`config.mk`:
```
export PLATFORM = sky130hd
export DESIGN_NAME = mfg_gpi_ctrl
export DESIGN_NICKNAME = d
export VERILOG_FILES = /design/src/hw/mfg_pkg.sv /design/src/hw/mfg_gpi_ctrl.sv
export VERILOG_INCLUDE_DIRS = /design/src /design/src/hw
export SDC_FILE = /design/constraint.sdc
export NUM_CORES = 1
export LEC_CHECK = 0
export BUFFER_PORTS_ARGS = -buffer_cell sky130_fd_sc_hd__buf_2
export CAP_MARGIN = 20
export CORE_ASPECT_RATIO = 0.5
export CORE_MARGIN = 2
export CORE_UTILIZATION = 67
export DETAILED_ROUTE_END_ITERATION = 8
export PLACE_DENSITY = 0.83
export SYNTH_ARGS = -nofsm -noshare
export SYNTH_HDL_FRONTEND = slang
export SYNTH_SLANG_ARGS = --single-unit
```
`constraint.sdc`:
```
create_clock -name mclk -period 14.95 [get_ports mclk]
set_clock_uncertainty 0.15 [all_clocks]
set_input_delay 2.99 -clock mclk [delete_from_list [all_inputs] [get_ports mclk]]
set_output_delay 2.99 -clock mclk [all_outputs]
set_load 0.03 [all_outputs]
```
`src/hw/mfg_map.svh`:
```
// offsets, field positions, reset values and timing counts of the gpi control block
`ifndef MFG_MAP_SVH
`define MFG_MAP_SVH

// register offsets (5-bit word address)
`define MFG_OFF_FUNC      5'h00
`define MFG_OFF_EN        5'h01
`define MFG_OFF_LP        5'h02
`define MFG_OFF_RAMP      5'h03
`define MFG_OFF_STAT      5'h04
`define MFG_OFF_MASK      5'h05
`define MFG_OFF_STATE     5'h06
`define MFG_OFF_PGEN      5'h07
// groups of four, one word per master, selected by addr[4:2]
`define MFG_GRP_NORM      3'h2
`define MFG_GRP_DEF       3'h3
`define MFG_GRP_SLP       3'h4
`define MFG_GRP_DLY       3'h5
`define MFG_GRP_CUR       3'h6

// field positions
`define MFG_FUNC0_LSB     0
`define MFG_FUNC1_LSB     4
`define MFG_RU_LSB        0
`define MFG_RD_LSB        4

// function codes of an input
`define MFG_FN_ALL_EN     4'h0
`define MFG_FN_EN_BASE    4'h1
`define MFG_FN_ALL_VSEL   4'h5
`define MFG_FN_VSEL_BASE  4'h6
`define MFG_FN_ALL_LP     4'ha
`define MFG_FN_LP_BASE    4'hb
`define MFG_FN_NONE       4'hf

// reset values
`define MFG_FUNC_RST      8'hff
`define MFG_EN_RST        4'h0
`define MFG_LP_RST        4'h0
`define MFG_RAMP_RST      8'h22
`define MFG_STAT_RST      4'h0
`define MFG_MASK_RST      4'h0
`define MFG_VNORM_RST     8'h50
`define MFG_VDEF_RST      8'h50
`define MFG_VSLP_RST      8'h32
`define MFG_DLY_RST       8'h00

// timing, in ns
`define MFG_CLK_PERIOD_NS 50
`define MFG_STEP0_NS      4000
`define MFG_STEP1_NS      2000
`define MFG_STEP2_NS      1000
`define MFG_STEP3_NS      500
`define MFG_STEP4_NS      250
`define MFG_STEP5_NS      125
`define MFG_STEP6_NS      83
`define MFG_SEQ_UNIT_NS   1000

`endif

```
`src/hw/mfg_pkg.sv`:
```
// types shared by the gpi control block
package mfg_pkg;

   // register port request
   typedef struct packed {
      logic       wr;
      logic       rd;
      logic [4:0] addr;
      logic [7:0] wdata;
   } mfg_bus_req_t;

   // control bundle handed to one regulator master
   typedef struct packed {
      logic       en;
      logic       low_power;
      logic       pgood_en;
      logic [7:0] vout;
   } mfg_master_ctl_t;

   // ramp progress of one master
   typedef enum logic [1:0] {
      MFG_RAMP_IDLE,
      MFG_RAMP_UP,
      MFG_RAMP_DOWN
   } mfg_ramp_t;

endpackage

```
`src/hw/mfg_gpi_ctrl.sv`:
```
// multifunction general-input decode, enable sequencing, voltage ramp and power-fail flags
`timescale 1ns/1ns
`default_nettype none
`include "mfg_map.svh"

// What this block does
// - two inputs, each with live 4-bit function code
// - code 0: global enable, masters sequenced by delays
// - codes 1-4: per-master enable ORed with bit
// - both inputs same enable code: both ORed
// - code 5: global select default/sleep voltage
// - codes 6-9: per-master voltage select
// - both inputs same select code: ORed
// - voltage steps at ramp-up/ramp-down rate
// - code 10: all masters low power together
// - codes 11-14: per-master low power, ORed
// - code 15: input has no effect
// - phase pins decide which masters exist
// - power-good active: enabled, soft-started, not low-power
// - power-fail flag clears to 0, sets below threshold while power good is active
// - independent low-power bit per master
// - no select applies: normal voltage register used
module mfg_gpi_ctrl #(
   parameter int NUM_MASTERS = 4
) (
   // clock and reset
   input  wire logic                                      mclk,
   input  wire logic                                      reset_n,
   // register port
   input  wire mfg_pkg::mfg_bus_req_t                     bus_req,
   output logic [7:0]                                     bus_rdata,
   // asynchronous pins from the host and straps
   input  wire logic                                      general_input_zero,
   input  wire logic                                      general_input_one,
   input  wire logic                                      phase_config_pin_zero,
   input  wire logic                                      phase_config_pin_one,
   input  wire logic                                      phase_config_pin_two,
   // analog status per master
   input  wire logic [NUM_MASTERS-1:0]                    soft_start_done,
   input  wire logic [NUM_MASTERS-1:0]                    output_below_thr,
   // controls to the regulators
   output mfg_pkg::mfg_master_ctl_t [NUM_MASTERS-1:0]     master_ctl,
   output logic                                           irq
);
   import mfg_pkg::*;

   localparam int NM = NUM_MASTERS;
   localparam int SW = 2 + 3 + 2 * NM;

   // ramp step periods in cycles, never below one
   localparam int STEP0_CYC = `MFG_STEP0_NS / `MFG_CLK_PERIOD_NS;
   localparam int STEP1_CYC = `MFG_STEP1_NS / `MFG_CLK_PERIOD_NS;
   localparam int STEP2_CYC = `MFG_STEP2_NS / `MFG_CLK_PERIOD_NS;
   localparam int STEP3_CYC = `MFG_STEP3_NS / `MFG_CLK_PERIOD_NS;
   localparam int STEP4_CYC = `MFG_STEP4_NS / `MFG_CLK_PERIOD_NS;
   localparam int STEP5_CYC = `MFG_STEP5_NS / `MFG_CLK_PERIOD_NS;
   localparam int STEP6_RAW = `MFG_STEP6_NS / `MFG_CLK_PERIOD_NS;
   localparam int STEP6_CYC = (STEP6_RAW < 1) ? 1 : STEP6_RAW;
   localparam int SEQ_UNIT_CYC = `MFG_SEQ_UNIT_NS / `MFG_CLK_PERIOD_NS;

   ////////////////////////////////////////////////////////////////////////////////
   // synchroniser: the first stage is read only by the second
   logic [SW-1:0] sync1_q;
   logic [SW-1:0] sync2_q;
   logic [SW-1:0] pins_raw;
   logic [1:0]    gin_s;
   logic [2:0]    phase_s;
   logic [NM-1:0] ss_done_s;
   logic [NM-1:0] below_s;

   assign pins_raw = {output_below_thr, soft_start_done, phase_config_pin_two,
                      phase_config_pin_one, phase_config_pin_zero,
                      general_input_one, general_input_zero};

   // two flops on every pin that comes from outside mclk
   always_ff @(posedge mclk)
   begin
      if (!reset_n)
      begin
         sync1_q <= '0;
         sync2_q <= '0;
      end
      else
      begin
         sync1_q <= pins_raw;
         sync2_q <= sync1_q;
      end
   end

   assign gin_s     = sync2_q[1:0];
   assign phase_s   = sync2_q[4:2];
   assign ss_done_s = sync2_q[5 +: NM];
   assign below_s   = sync2_q[5 + NM +: NM];

   ////////////////////////////////////////////////////////////////////////////////
   // software registers
   logic [7:0]    func_q;
   logic [NM-1:0] en_bits_q;
   logic [NM-1:0] lp_bits_q;
   logic [7:0]    ramp_q;
   logic [NM-1:0] stat_q;
   logic [NM-1:0] mask_q;
   logic [7:0]    vnorm_q [NM];
   logic [7:0]    vdef_q  [NM];
   logic [7:0]    vslp_q  [NM];
   logic [7:0]    dly_q   [NM];
   logic [7:0]    cur_q   [NM];
   logic [2:0]    grp;
   logic [1:0]    idx;

   assign grp = bus_req.addr[4:2];
   assign idx = bus_req.addr[1:0];

   // plain control registers; the function code takes effect the next cycle
   always_ff @(posedge mclk)
   begin
      if (!reset_n)
      begin
         func_q    <= `MFG_FUNC_RST;
         en_bits_q <= `MFG_EN_RST;
         lp_bits_q <= `MFG_LP_RST;
         ramp_q    <= `MFG_RAMP_RST;
         mask_q    <= `MFG_MASK_RST;
      end
      else if (bus_req.wr)
      begin
         case (bus_req.addr)
            `MFG_OFF_FUNC: func_q    <= bus_req.wdata;
            `MFG_OFF_EN:   en_bits_q <= bus_req.wdata[NM-1:0];
            `MFG_OFF_LP:   lp_bits_q <= bus_req.wdata[NM-1:0];
            `MFG_OFF_RAMP: ramp_q    <= bus_req.wdata;
            `MFG_OFF_MASK: mask_q    <= bus_req.wdata[NM-1:0];
            default:       ;
         endcase
      end
   end

   // per-master voltage and delay words
   always_ff @(posedge mclk)
   begin
      if (!reset_n)
      begin
         for (int m = 0; m < NM; m++)
         begin
            vnorm_q[m] <= `MFG_VNORM_RST;
            vdef_q[m]  <= `MFG_VDEF_RST;
            vslp_q[m]  <= `MFG_VSLP_RST;
            dly_q[m]   <= `MFG_DLY_RST;
         end
      end
      else if (bus_req.wr && (32'(idx) < NM))
      begin
         case (grp)
            `MFG_GRP_NORM: vnorm_q[idx] <= bus_req.wdata;
            `MFG_GRP_DEF:  vdef_q[idx]  <= bus_req.wdata;
            `MFG_GRP_SLP:  vslp_q[idx]  <= bus_req.wdata;
            `MFG_GRP_DLY:  dly_q[idx]   <= bus_req.wdata;
            default:       ;
         endcase
      end
   end

   ////////////////////////////////////////////////////////////////////////////////
   // masters present for the strapped phase layout
   logic [NM-1:0] present;

   always_comb
   begin
      present = '0;
      case (phase_s)
         3'h0:    present = NM'(4'hf);
         3'h1:    present = NM'(4'h7);
         3'h2:    present = NM'(4'h7);
         3'h3:    present = NM'(4'h3);
         default: present = NM'(4'h1);
      endcase
   end

   ////////////////////////////////////////////////////////////////////////////////
   // decode of both inputs; matching inputs simply OR together
   logic          global_enable_function_lvl;
   logic [NM-1:0] en_pin;
   logic [NM-1:0] vs_app;
   logic [NM-1:0] vs_lvl;
   logic [NM-1:0] lp_pin;

   always_comb
   begin
      logic [3:0] code;
      code       = '0;
      global_enable_function_lvl = 1'b0;
      en_pin     = '0;
      vs_app     = '0;
      vs_lvl     = '0;
      lp_pin     = '0;
      for (int i = 0; i < 2; i++)
      begin
         code = func_q[i*4 +: 4];
         // code 15 matches nothing below, so the input is ignored
         if (code == `MFG_FN_ALL_EN)
            global_enable_function_lvl = global_enable_function_lvl | gin_s[i];
         for (int m = 0; m < NM; m++)
         begin
            if (code == `MFG_FN_EN_BASE + 4'(m))
               en_pin[m] = en_pin[m] | gin_s[i];
            if (code == `MFG_FN_ALL_VSEL || code == `MFG_FN_VSEL_BASE + 4'(m))
            begin
               vs_app[m] = 1'b1;
               vs_lvl[m] = vs_lvl[m] | gin_s[i];
            end
            if (code == `MFG_FN_ALL_LP || code == `MFG_FN_LP_BASE + 4'(m))
               lp_pin[m] = lp_pin[m] | gin_s[i];
         end
      end
   end

   ////////////////////////////////////////////////////////////////////////////////
   // global enable sequencer: a time base in delay units since assertion
   logic [15:0]   unit_cnt_q;
   logic [7:0]    seq_units_q;
   logic [NM-1:0] seq_on;

   always_ff @(posedge mclk)
   begin
      if (!reset_n || !global_enable_function_lvl)
      begin
         unit_cnt_q  <= '0;
         seq_units_q <= '0;
      end
      else if (unit_cnt_q == 16'(SEQ_UNIT_CYC - 1))
      begin
         unit_cnt_q <= '0;
         // saturate so a long assertion never wraps masters back off
         if (seq_units_q != 8'hff)
            seq_units_q <= seq_units_q + 8'h01;
      end
      else
         unit_cnt_q <= unit_cnt_q + 16'h0001;
   end

   always_comb
   begin
      for (int m = 0; m < NM; m++)
         seq_on[m] = global_enable_function_lvl && (seq_units_q >= dly_q[m]);
   end

   ////////////////////////////////////////////////////////////////////////////////
   // effective per-master controls
   logic [NM-1:0] en_eff;
   logic [NM-1:0] lp_eff;
   logic [NM-1:0] pg_en;
   logic [7:0]    tgt [NM];

   always_comb
   begin
      for (int m = 0; m < NM; m++)
      begin
         en_eff[m] = present[m] & (en_bits_q[m] | en_pin[m] | seq_on[m]);
         lp_eff[m] = present[m] & (lp_bits_q[m] | lp_pin[m]);
         pg_en[m]  = en_eff[m] & ss_done_s[m] & ~lp_eff[m];
         if (!vs_app[m])
            tgt[m] = vnorm_q[m];
         else if (vs_lvl[m])
            tgt[m] = vdef_q[m];
         else
            tgt[m] = vslp_q[m];
      end
   end

   ////////////////////////////////////////////////////////////////////////////////
   // voltage ramp, one 5 mV code step per rate period
   function automatic logic [7:0] step_cycles(input logic [2:0] rate);
      case (rate)
         3'h0:    step_cycles = 8'(STEP0_CYC);
         3'h1:    step_cycles = 8'(STEP1_CYC);
         3'h2:    step_cycles = 8'(STEP2_CYC);
         3'h3:    step_cycles = 8'(STEP3_CYC);
         3'h4:    step_cycles = 8'(STEP4_CYC);
         3'h5:    step_cycles = 8'(STEP5_CYC);
         default: step_cycles = 8'(STEP6_CYC);
      endcase
   endfunction

   for (genvar gm = 0; gm < NM; gm++)
   begin : g_ramp
      logic [7:0] tick_q;
      logic       rising;
      logic [7:0] period;

      assign rising = tgt[gm] > cur_q[gm];
      assign period = rising ? step_cycles(ramp_q[`MFG_RU_LSB +: 3])
                             : step_cycles(ramp_q[`MFG_RD_LSB +: 3]);

      // the rate is re-read every step, so a rate change acts mid-ramp
      always_ff @(posedge mclk)
      begin
         if (!reset_n)
         begin
            cur_q[gm]   <= `MFG_VNORM_RST;
            tick_q      <= '0;
         end
         else if (cur_q[gm] == tgt[gm])
         begin
            tick_q      <= '0;
         end
         else if (tick_q >= period - 8'h01)
         begin
            tick_q      <= '0;
            cur_q[gm]   <= rising ? cur_q[gm] + 8'h01 : cur_q[gm] - 8'h01;
         end
         else
            tick_q <= tick_q + 8'h01;
      end
   end

   ////////////////////////////////////////////////////////////////////////////////
   // power-fail flags: sticky, write one to clear, a new event beats the clear
   logic [NM-1:0] fail_evt;
   logic [NM-1:0] w1c;

   assign fail_evt = below_s & pg_en;
   assign w1c      = (bus_req.wr && bus_req.addr == `MFG_OFF_STAT) ?
                     bus_req.wdata[NM-1:0] : '0;

   always_ff @(posedge mclk)
   begin
      if (!reset_n)
         stat_q <= `MFG_STAT_RST;
      else
         stat_q <= (stat_q & ~w1c) | fail_evt;
   end

   // level interrupt while any unmasked flag stands
   always_ff @(posedge mclk)
   begin
      if (!reset_n)
         irq <= 1'b0;
      else
         irq <= |((stat_q & ~w1c | fail_evt) & mask_q);
   end

   ////////////////////////////////////////////////////////////////////////////////
   // registered controls to the regulators
   always_ff @(posedge mclk)
   begin
      if (!reset_n)
         for (int m = 0; m < NM; m++)
            master_ctl[m] <= {3'h0, `MFG_VNORM_RST};   // no false ramp step after reset
      else
      begin
         for (int m = 0; m < NM; m++)
         begin
            master_ctl[m].en        <= en_eff[m];
            master_ctl[m].low_power <= lp_eff[m];
            master_ctl[m].pgood_en  <= pg_en[m];
            master_ctl[m].vout      <= cur_q[m];
         end
      end
   end

   ////////////////////////////////////////////////////////////////////////////////
   // read data, valid the cycle after the strobe only; unmapped reads zero
   always_ff @(posedge mclk)
   begin
      if (!reset_n || !bus_req.rd)
         bus_rdata <= '0;
      else if (grp >= `MFG_GRP_NORM && grp <= `MFG_GRP_CUR)
      begin
         if (32'(idx) >= NM)
            bus_rdata <= '0;
         else
         begin
            case (grp)
               `MFG_GRP_NORM: bus_rdata <= vnorm_q[idx];
               `MFG_GRP_DEF:  bus_rdata <= vdef_q[idx];
               `MFG_GRP_SLP:  bus_rdata <= vslp_q[idx];
               `MFG_GRP_DLY:  bus_rdata <= dly_q[idx];
               default:       bus_rdata <= cur_q[idx];
            endcase
         end
      end
      else
      begin
         case (bus_req.addr)
            `MFG_OFF_FUNC:  bus_rdata <= func_q;
            `MFG_OFF_EN:    bus_rdata <= 8'(en_bits_q);
            `MFG_OFF_LP:    bus_rdata <= 8'(lp_bits_q);
            `MFG_OFF_RAMP:  bus_rdata <= ramp_q & 8'h77;
            `MFG_OFF_STAT:  bus_rdata <= 8'(stat_q);
            `MFG_OFF_MASK:  bus_rdata <= 8'(mask_q);
            `MFG_OFF_STATE: bus_rdata <= {4'(lp_eff), 4'(en_eff)};
            `MFG_OFF_PGEN:  bus_rdata <= 8'(pg_en);
            default:        bus_rdata <= '0;
         endcase
      end
   end

endmodule // mfg_gpi_ctrl

`default_nettype wire

```
==> metrics.md, run 1 <==
| Metric | Value |
|---|---|
| LEAKAGE | 0.008095 uW |
| Sink Count | 325 |
| Most frequent cells in the layout | nor2_1 (288), dfxtp_1 (165), edfxtp_1 (160), nand2_1 (155), ha_1 (128) |
| Root buf cell | clkbuf_16 |
| Crit-path slowest cell | nor2_1 |
| Crit path max fanout | 15 |
| Routed len/inst | 22.71 um |
| Worst Setup End Kind | register |
| Crit path DAT | 6.48 ns |
| Endpoints failing hold | 0 |
| Pins Over Slew Limit | 0 |
| Crit Path Class | reg2reg |
| Starting density of the core | 0.6796 |
| Htree depth | 1 |
| Most common cell after layout, fill and taps aside | nor2_1 |
| R2R Path Start | func_q[7] |
| Final WS setup | 8.558 ns |
| Fmax | 156.5 MHz |
| DPL Wire Length | 37180 um |
| Rel. slew slack | 0.2045 |
| Setup TNS | 0 ns |
| Most used cell, CP | o21ai_0 |
| GRT Resource Usage Total | 0.3581 |
| Drt pass-1 iters | 6 |
| Seq cells post-synth | 325 |
| Number of library cell types mapped by synthesis | 74 |
| GPL Wtd Cong | 1.036 |
| FFs w/ async S/R, synth | 0 |
| Post-CTS Setup Bufs | 0 |
| ANT nets after route | 0 |
| Cts hold-fix bufs | 0 |
| Die area | 0.02811 mm2 |
| DIE HEIGHT | 119.6 um |
| Residual DRC count | 0 |
| Crit-path cells | nand2b_1 > or2_2 > a21oi_1 > nor2_1 > o21ai_0 > ha_1 > nand2_1 > o21ai_0 > o21ai_0 > a21oi_1 > inv_1 > mux2i_1 > ha_1 > a21oi_1 > o21ai_0 > a21oi_1 > o21ai_0 > a21o_1 |
| Fin nets | 2013 |
| First-pass GRT wire length | 76990 um |
| Pin count of the biggest net entering global routing | 60 |
| Slew @ Worst Pin | 1.185 ns |
| Final core area utilization | 0.7435 |
| Synth warn | 0 |
| Max VDD drop | 0.00008624 V |
| Post-synth EDFFs | 160 |
| Reg area | 0.008108 mm2 |
| Worst Reg-to-Reg Cells | 18 |
| Layout cells sized above 1 | 0.1244 |
| Power, Total | 2034 uW |
| Vias post-DR | 14350 |
| Startpoint types | register |
| Num rows | 42 |
| CTS tree | done |
| Worst r2r dst | cur_q[2][4] |
| R2R setup slack | 8.56 ns |
| Mapped Area | 0.01789 mm2 |
| Final hold slack | 0.2583 ns |
| Post-layout min period | 6.392 ns |
| Critical path's largest stage delay | 0.88 ns |
| WL final | 50550 um |
| Min-delay worst type | reg2reg |
| Clock latency on the worst-skew pair | 0.59 ns |
| I/O Buffers | 82 |
| Outcome | finished, final reports clean |
| RSZ-0062 raised after global routing | no |
| Post-Synthesis Cells | 1791 |
| Top Ports | 83 |
| Vias in the first global route | 13730 |
| Grt ovf | 0 |
| Total CTS buffers | 29 |
| Worst setup path startpoint | func_q[7] |
| Core area | 0.02633 mm2 |
| Area of the multi-input gates | 0.009092 mm2 |
| Vias/cell | 6.444 |
| Initial DRC count | 1993 |
| Gates resized, CTS repair | 0 |
| Post-Syn Area per Cell | 9.990 um2 |
| MaxCap Viol Count | 0 |
| Area grow syn2layout | 9.405% |
| Sequential area share after synthesis | 0.4531 |
| Clock tree buffer depth | 3 |
| Die Wd | 235.1 um |
| Worst-path clk slew | 0.07 ns |
| Final setup fails | 0 |
| Critical Path RT | 15.04 ns |
| Fin crit share | 0.4275 |
| PD cells | 103.9 mW/mm2 |
| Worst setup endpoint | cur_q[2][4] |
| Post-synth top flop | dfxtp_1 |
| Fill count | 1809 |
| Worst slack at placement | 8.660 ns |
| Initial antenna violation count | 3 |
flip-flops by register name (all words and copies together), names as in the netlist:
register       flops
bus_rdata          8
cur_q             32
dly_q             32
en_bits_q          4
func_q             8
g_ramp.tick_q     32
irq                1
lp_bits_q          4
mask_q             4
master_ctl        44
ramp_q             6
seq_units_q        8
stat_q             4
sync1_q           13
sync2_q           13
unit_cnt_q        16
vdef_q            32
vnorm_q           32
vslp_q            32
where the power goes:
part	switching [uW]	internal, uW	total, uW
registers	29.0	967	996
clock network	356	428	784
logic	156	99.0	255
routing by layer:
metal,routed length [um],part of all wire,GRT usage,vias to the layer above
met1,19020,0.38,0.4708,6712
met5,13,0.00026,0,-
met2,21680,0.43,0.5465,951
met4,2773,0.055,0.1547,2
li1,-,-,-,6460
met3,7068,0.14,0.1192,220
worst min-delay path by stage:
stage,start,to,slack [ns],cells after the start
final,sync1_q[8],sync2_q[8],0.26,1
after global routing,sync1_q[8],sync2_q[8],0.30,1
after global placement,sync1_q[0],sync2_q[0],0.27,1
after detailed placement,sync1_q[0],sync2_q[0],0.27,1
after CTS,sync1_q[8],sync2_q[8],0.26,1
after floorplan,sync1_q[0],sync2_q[0],0.26,1
through the flow:
step	instance area [um2]	cells
final	19580	2226
after global routing	19570	2225
after CTS	19530	2218
after detailed placement	18550	2165
after global placement	18550	2165
after floorplan	17900	1794
final cells by class:
| type | count | share of cell area |
|---|---|---|
| Antenna cell | 1 | 0.0001278 |
| Tap cell | 352 | 0.02250 |
| Sequential cell | 325 | 0.4142 |
| Clock buffer | 36 | 0.04155 |
| Timing Repair Buffer | 106 | 0.02991 |
| Inverter | 97 | 0.01860 |
| Clock inverter | 17 | 0.008629 |
| Multi-Input combinational cell | 1292 | 0.4645 |
logic make-up after synthesis:
logic type      synth area share
flops                     0.4531
xor+xnor                 0.04028
simple gates              0.1769
buf+inv                  0.03944
mux                       0.1033
other cells            0.0002096
compound gates           0.09273
fa+ha+maj                0.09399
synth_stat cells (8+ instances only):
cell type  number  share of area
mux2i_1        80          0.045
nor3_1         21         0.0059
nand2b_1       28         0.0098
o22ai_1         9         0.0031
a21o_1         17         0.0071
and2_1         43          0.015
xor2_1         46          0.023
nand4_1        17         0.0059
mux4_2         42          0.053
xnor2_1        26          0.013
or2_2           8         0.0028
mux2_2          9         0.0057
o21ai_0        66          0.018
nand2_1       155          0.033
and3_1         29          0.010
a21oi_1        84          0.023
nor2b_1        16         0.0056
nand3_1        47          0.013
dfxtp_1       165           0.18
ha_1          128          0.090
clkbuf_1       66          0.014
nor2_1        288          0.060
inv_1          97          0.020
o211ai_1       12         0.0050
edfxtp_1      160           0.27
critical path: cells and delay by family (launching register included):
family / cells / cell delay (ns)
compound gates: 10 / 2.74
simple gates: 4 / 1.24
mux: 1 / 0.21
buf+inv: 1 / 0.45
flops: 1 / 0.53
fa+ha+maj: 2 / 0.70
Note: power is estimated with default switching activity, not from simulation.
==> run 2: changes to the inputs <==
--- a/config.mk
+++ b/config.mk
@@ -10,9 +10,9 @@
 export CAP_MARGIN = 20
 export CORE_ASPECT_RATIO = 0.5
 export CORE_MARGIN = 2
-export CORE_UTILIZATION = 67
+export CORE_UTILIZATION = 56
 export DETAILED_ROUTE_END_ITERATION = 8
-export PLACE_DENSITY = 0.83
+export PLACE_DENSITY = 0.74
 export SYNTH_ARGS = -nofsm -noshare
 export SYNTH_HDL_FRONTEND = slang
 export SYNTH_SLANG_ARGS = --single-unit
==> constraint.sdc (replaced) <==
create_clock -name mclk -period 5.81 [get_ports mclk]
set_clock_uncertainty 0.15 [all_clocks]
set_input_delay 1.162 -clock mclk [delete_from_list [all_inputs] [get_ports mclk]]
set_output_delay 1.162 -clock mclk [all_outputs]
set_load 0.03 [all_outputs]
==> run 2 against run 1 <==
Compared with the run above:
- wire length grew 0.82%
- worst setup slack lost 8.4 ns
- first-iteration DRC count down 12%
- clock power rose to 2.6 times the previous value
- sequential cell count stayed put
- sequential share of layout area fell by 0.51 points
- via count shrank 1.2%
- core utilization is 12 points lower
- cell count up 4.4%
- worst hold slack improved by 0.015 ns
- global-route usage is 5.6 points lower
- die area up 19%
- critical endpoint is now cur_q[2][7]
- largest cell class unchanged
- highest routed layer is now met4
==> metrics.md, run 2 (synthesis gave the netlist of run 1 again) <==
| Metric | Value |
|---|---|
| Outcome | finished, final reports clean |
| Final hold slack | 0.2730 ns (+0.01476 ns) |
| PD cells | 264.7 mW/mm2 (+150%) |
| GRT Resource Usage Total | 0.3017 (-0.05634) |
| Slew @ Worst Pin | 1.236 ns (+0.05028 ns) |
| Die area | 0.03348 mm2 (+19%) |
| Pins Over Slew Limit | 0 (unchanged) |
| Total CTS buffers | 30 (+3.4%) |
| Htree depth | 1 (unchanged) |
| Root buf cell | clkbuf_16 |
| Vias/cell | 6.103 (-5.3%) |
| Worst Setup End Kind | register |
| ANT nets after route | 0 (unchanged) |
| Initial antenna violation count | 0 (-3) |
| Cts hold-fix bufs | 0 (unchanged) |
| MaxCap Viol Count | 0 (unchanged) |
| GPL Wtd Cong | 1.013 (-2.2%) |
| Clock latency on the worst-skew pair | 0.60 ns (about the same) |
| Rel. slew slack | 0.1708 (-0.03374) |
| Crit path DAT | 5.76 ns (-0.72 ns) |
| I/O Buffers | 82 (unchanged) |
| CTS tree | done |
| Post-layout min period | 5.655 ns (-0.7371 ns) |
| Worst setup endpoint | cur_q[2][7] |
| Final core area utilization | 0.6285 (-0.1151) |
| Routed len/inst | 21.94 um (-3.4%) |
| Starting density of the core | 0.5673 (-0.1123) |
| Core area | 0.03154 mm2 (+20%) |
| Final setup fails | 0 (unchanged) |
| Worst r2r dst | cur_q[2][7] |
| Area grow syn2layout | 10.78% |
| Worst slack at placement | 0.1921 ns (-8.468 ns) |
| Startpoint types | register |
| Worst-path clk slew | 0.07 ns (about the same) |
| Fin nets | 2029 (+0.79%) |
| Gates resized, CTS repair | 0 (unchanged) |
| Post-CTS Setup Bufs | 0 (unchanged) |
| Largest register by flop count | master_ctl |
| LEAKAGE | 0.008187 uW (+1.1%) |
| Sink Count | 325 (unchanged) |
| Final WS setup | 0.1553 ns (-8.403 ns) |
| R2R setup slack | 0.16 ns (-8.40 ns) |
| Worst Reg-to-Reg Cells | 19 (+1) |
| Hold_sp | sync1_q[12] |
| Clock tree buffer depth | 3 (unchanged) |
| Critical Path RT | 5.92 ns (-9.12 ns) |
| Min-delay worst type | reg2reg |
| Num rows | 46 (+9.5%) |
| Vias post-DR | 14180 (-1.2%) |
| Worst setup path startpoint | func_q[3] |
| Crit Path Class | reg2reg |
| Drt pass-1 iters | 6 (unchanged) |
| Max VDD drop | 0.0002292 V (+170%) |
| DIE HEIGHT | 130.4 um (+9.1%) |
| WL final | 50970 um (+0.82%) |
| Fmax | 176.8 MHz (+13%) |
| Vias in the first global route | 13350 (-2.8%) |
| Crit path max fanout | 12 (-3) |
| Ant diodes | 0 (-1) |
| Pin count of the biggest net entering global routing | 40 (-33%) |
| R2R Path Start | func_q[3] |
| DPL Wire Length | 37500 um (+0.86%) |
| Most common cell after layout, fill and taps aside | nor2_1 |
| Grt ovf | 0 (unchanged) |
| First-pass GRT wire length | 76830 um (-0.21%) |
| Initial DRC count | 1753 (-12%) |
| Die Wd | 256.8 um (+9.2%) |
| Most frequent cells in the layout | nor2_1 (287), dfxtp_1 (164), edfxtp_1 (160), nand2_1 (155), ha_1 (128) |
| Endpoints failing hold | 0 (unchanged) |
| Residual DRC count | 0 (unchanged) |
| Power, Total | 5247 uW (+160%) |
| Max reg flops | 44 (unchanged) |
| Top Ports | 83 (unchanged) |
| Fin crit share | 0.9733 (+0.5457) |
| Layout cells sized above 1 | 0.1338 (+0.009392) |
==> run 2: per-stage QoR <==
stage / instance area, um2 / cells / TNS (ns)
final: 19820 / 2323 / 0
after global routing: 19820 / 2323 / -0.1124
after CTS: 19810 / 2322 / 0
after detailed placement: 18810 / 2266 / 0
after global placement: 18790 / 2263 / 0
after floorplan: 17900 / 1794 / 0
==> run 2: worst min-delay path by stage <==
| stage | cells past startpoint | endpoint |
|---|---|---|
| 2_1_floorplan | 1 | sync2_q[0] |
| 3_3_place_gp | 1 | sync2_q[5] |
| 4_1_cts | 1 | sync2_q[12] |
| 3_5_place_dp | 1 | sync2_q[3] |
| 5_1_grt | 1 | sync2_q[4] |
| 6_report | 1 | sync2_q[12] |
==> run 2: power by group <==
part | internal [uW] | switching, uW | total (uW)
combinational | 261 | 403 | 663
sequential | 2490 | 70.7 | 2560
clock | 1080 | 943 | 2020
==> run 2: per-layer routing <==
layer / part of all wire / routed length, um / vias up / global-route usage
met4: 0.049 / 2522 / 0 / 0.1282
met1: 0.41 / 21000 / 6728 / 0.4101
met5: 0 / 0 / - / 0
met3: 0.11 / 5611 / 176 / 0.07272
met2: 0.43 / 21840 / 777 / 0.4684
li1: - / - / 6496 / -
==> run 2: final cells by class <==
cell class	instances	area, um2
repair buffers	121	710.7
inverters	97	364.1
clock inverters	19	131.4
multi-input cells	1292	9095
well taps	432	540.5
flip-flops and latches	325	8109
fillers	2585	11720
clock buffers	37	870.8
==> run 2: critical path, cell delays in order (launching register included) <==
cell	delay (ns)
dfxtp_1	0.56
or3b_2	0.48
a21oi_1	0.25
a22o_2	0.40
mux2i_1	0.40
o21ai_0	0.20
ha_1	0.36
nand4_1	0.10
or2_2	0.31
o21ai_0	0.08
a21oi_1	0.07
buf_4	0.18
inv_1	0.29
mux2i_1	0.13
ha_1	0.30
a21oi_1	0.06
o21ai_0	0.25
a21oi_1	0.14
o21ai_1	0.28
a21o_1	0.34
==> run 3: changes to the inputs <==
--- a/config.mk
+++ b/config.mk
@@ -6,10 +6,11 @@
 export SDC_FILE = /design/constraint.sdc
 export NUM_CORES = 1
 export LEC_CHECK = 0
+export ABC_AREA = 1
 export BUFFER_PORTS_ARGS = -buffer_cell sky130_fd_sc_hd__buf_2
 export CAP_MARGIN = 20
 export CORE_ASPECT_RATIO = 0.5
-export CORE_MARGIN = 2
+export CORE_MARGIN = 5
 export CORE_UTILIZATION = 56
 export DETAILED_ROUTE_END_ITERATION = 8
 export PLACE_DENSITY = 0.74
==> run 3 against run 2 <==
Compared with the run above:
- critical path depth increased by 11
- synthesized cell count rose by 25%
- global-route usage decreased by 1.5 points
- cell area grew 0.56%
- sequential power about the same
- area after synthesis up 0.87%
==> metrics.md, run 3 <==
| Metric | Value |
|---|---|
| Startpoint types | register |
| Post-CTS Setup Bufs | 0 (unchanged) |
| PD cells | 264.9 mW/mm2 (about the same) |
| Sink Count | 325 (unchanged) |
| Worst Setup End Kind | register |
| ANT nets after route | 0 (unchanged) |
| Residual DRC count | 0 (unchanged) |
| Htree depth | 1 (unchanged) |
| Endpoints failing hold | 0 (unchanged) |
| Setup TNS | 0 ns (unchanged) |
| Worst-path clk slew | 0.07 ns (about the same) |
| Layout cells sized above 1 | 0.09727 (-0.03652) |
| GPL Wtd Cong | 1.037 (+2.4%) |
| Hold_sp | sync1_q[12] |
| Max VDD drop | 0.0002020 V (-12%) |
| Crit path max fanout | 19 (+7) |
| WHS Path Cells | 2 (+1) |
| Final setup fails | 0 (unchanged) |
| Top Ports | 83 (unchanged) |
| Outcome | finished, final reports clean |
| Worst r2r dst | cur_q[2][2] |
| Mapped Area | 0.01805 mm2 (+0.87%) |
| Seq cells post-synth | 325 (unchanged) |
| Main combinational cell family by area after synthesis | simple AND/OR/NAND/NOR gates |
| Number of library cell types mapped by synthesis | 55 (-26%) |
| Crit path DAT | 5.48 ns (-0.28 ns) |
| Sequential area share after synthesis | 0.4493 (-0.003896) |
| Proportion of synthesized area in mux cells | 0 (-0.1033) |
| Post-synth EDFFs | 160 (unchanged) |
| Fin crit share | 0.8936 (-0.07967) |
| Total CTS buffers | 28 (-6.7%) |
| Post-Synth Simple-Gate Area | 0.2111 (+0.03418) |
| Post-synth top flop | dfxtp_1 |
| Worst slack at placement | 0.5997 ns (+0.4076 ns) |
| MaxCap Viol Count | 0 (unchanged) |
| Fmax | 192.6 MHz (+8.9%) |
| Post-Synth Adder-Cell Area | 0.09318 (-0.0008080) |
| Top-area cell type share of the netlist area | 0.2662 (-0.002309) |
| Area grow syn2layout | 10.44% |
| Power, Total | 5279 uW (+0.62%) |
| WL final | 53070 um (+4.1%) |
| R2R setup slack | 0.62 ns (+0.46 ns) |
| Largest register by flop count | master_ctl |
| Clock latency on the worst-skew pair | 0.59 ns (about the same) |
| RSZ-0062 raised after global routing | no |
| FFs w/ async S/R, synth | 0 (unchanged) |
| Crit-path slowest cell | nand2_1 |
| Fill count | 2793 (+8.0%) |
| Post-Synthesis Cells | 2239 (+25%) |
| First-pass GRT wire length | 81770 um (+6.4%) |
| Fin nets | 2484 (+22%) |
| Top-count cell post-synth | nand2_1 |
| Vias/cell | 5.721 (-6.3%) |
| Die Wd | 263.9 um (+2.8%) |
| Pin count of the biggest net entering global routing | 58 (+45%) |
| GRT Resource Usage Total | 0.2865 (-0.01519) |
| Reg area | 0.008108 mm2 (about the same) |
| Vias post-DR | 15890 (+12%) |
| LEAKAGE | 0.008993 uW (+9.8%) |
| DPL Wire Length | 39980 um (+6.6%) |
| Pins Over Slew Limit | 0 (unchanged) |
| Drt pass-1 iters | 5 (-1) |
| Final WS setup | 0.6182 ns (+0.4629 ns) |
| Synth warn | 0 (unchanged) |
| Max reg flops | 44 (unchanged) |
| Die area | 0.03614 mm2 (+7.9%) |
| Root buf cell | clkbuf_16 |
| Initial antenna violation count | 0 (unchanged) |
| Post-Syn Area per Cell | 8.060 um2 (-19%) |
| Num rows | 46 (unchanged) |
| Rel. slew slack | 0.3746 (+0.2038) |
| Most common cell after layout, fill and taps aside | nand2_1 |
| Ranking of synthesized cells by area | edfxtp_1 (27%), dfxtp_1 (18%), nand2_1 (9.7%) |
| Slew @ Worst Pin | 0.9367 ns (-0.2988 ns) |
| Vias in the first global route | 14710 (+10%) |
| Critical path's largest stage delay | 0.42 ns (-0.14 ns) |
| Core area | 0.03171 mm2 (+0.55%) |
| Area of the multi-input gates | 0.008351 mm2 (-8.2%) |
| Starting density of the core | 0.5691 (+0.001804) |
| I/O Buffers | 82 (unchanged) |
| Most used cell, CP | nand2_1 |
| Worst Reg-to-Reg Cells | 30 (+11) |
| Min-delay worst type | reg2reg |
| Initial DRC count | 2005 (+14%) |
| CTS tree | done |
| Crit Path Class | reg2reg |
| Post-synthesis compound-gate area fraction | 0.1441 (+0.05134) |
| Synth top cells by count | nand2_1 (466), inv_1 (343), nor2_1 (247) |
| Grt ovf | 0 (unchanged) |
| Critical Path RT | 6.09 ns (+0.17 ns) |
| Hold EP | sync2_q[12] |
| Cell taking the most area after synthesis | edfxtp_1 |
| DIE HEIGHT | 136.9 um (+5.0%) |
| Routed len/inst | 19.11 um (-13%) |
| Post-layout min period | 5.192 ns (-0.4629 ns) |
| R2R Path Start | func_q[3] |
| Most frequent cells in the layout | nand2_1 (463), inv_1 (343), nor2_1 (247), dfxtp_1 (165), edfxtp_1 (160) |
| Clock tree buffer depth | 3 (unchanged) |
| Xor/xnor share of the synthesized area | 0.01310 (-0.02718) |
## run 3: cell count changes in the layout (fill, tap and decap cells not counted), sizes merged, moves of 28 or more
cell	previous run	this run
a21oi	84	132
a22oi	7	35
and2	44	3
and3	29	0
inv	107	363
mux2i	80	0
mux4	42	0
nand2	155	476
nand2b	28	0
o21ai	69	144
## run 3: layout make-up
| cell class | instances | share of cell area |
|---|---|---|
| diodes | 1 | 0.0001255 |
| flip-flops and latches | 325 | 0.4068 |
| multi-input cells | 1498 | 0.4190 |
| inverters | 363 | 0.06836 |
| clock buffers | 40 | 0.04099 |
| well taps | 432 | 0.02712 |
| clock inverters | 12 | 0.007910 |
| repair buffers | 106 | 0.02976 |
## run 3: per-stage QoR
step	cell area, um2	hold slack (ns)	cells	utilization
floorplan	18060	0.2405	2242	-
global placement	18940	0.2427	2723	0.5973
detailed placement	18950	0.2467	2724	0.5975
CTS	19920	0.2617	2776	0.6283
global route	19930	0.2822	2776	0.6284
finish	19930	0.2611	2777	0.6285
## run 3: repair_timing
action | in CTS | in global routing
gates resized for setup | 0 | 3
setup endpoints to repair | 0 | 11
hold buffers | 0 | 0
## run 3: power by group
group          internal, uW  switching, uW
clock                  1120            884
sequential             2500           75.9
combinational           225            480
## run 3: worst max-delay path by stage
| stage | startpoint | end | slack, ns | cells after the start |
|---|---|---|---|---|
| floorplan | func_q[7] | cur_q[3][5] | 1.58 | 32 |
| global placement | func_q[7] | cur_q[3][4] | 0.73 | 28 |
| detailed placement | func_q[3] | cur_q[2][5] | 0.60 | 30 |
| CTS | func_q[3] | g_ramp[2].tick_q[4] | 0.60 | 26 |
| global route | func_q[5] | cur_q[2][2] | 0.11 | 30 |
| finish | func_q[3] | cur_q[2][2] | 0.62 | 30 |
## run 3: routing by layer
layer,GRT usage,vias to the layer above,wire (um)
met5,0,-,0
met4,0.09417,0,1961
met3,0.06628,140,5791
met2,0.4460,835,22990
met1,0.4002,7280,22330
li1,-,7631,-
## run 3: critical path, delay by kind of cell, from the launching register on
| kind | cells | cell delay [ns] |
|---|---|---|
| flops | 1 | 0.36 |
| buf+inv | 5 | 0.59 |
| fa+ha+maj | 2 | 0.60 |
| compound gates | 7 | 1.20 |
| simple gates | 16 | 2.13 |
## run 3: kinds of logic after synthesis
kind of cell	count (synthesis)
compound gates	436
xor+xnor	27
fa+ha+maj	132
buf+inv	419
flops	325
other cells	1
simple gates	899
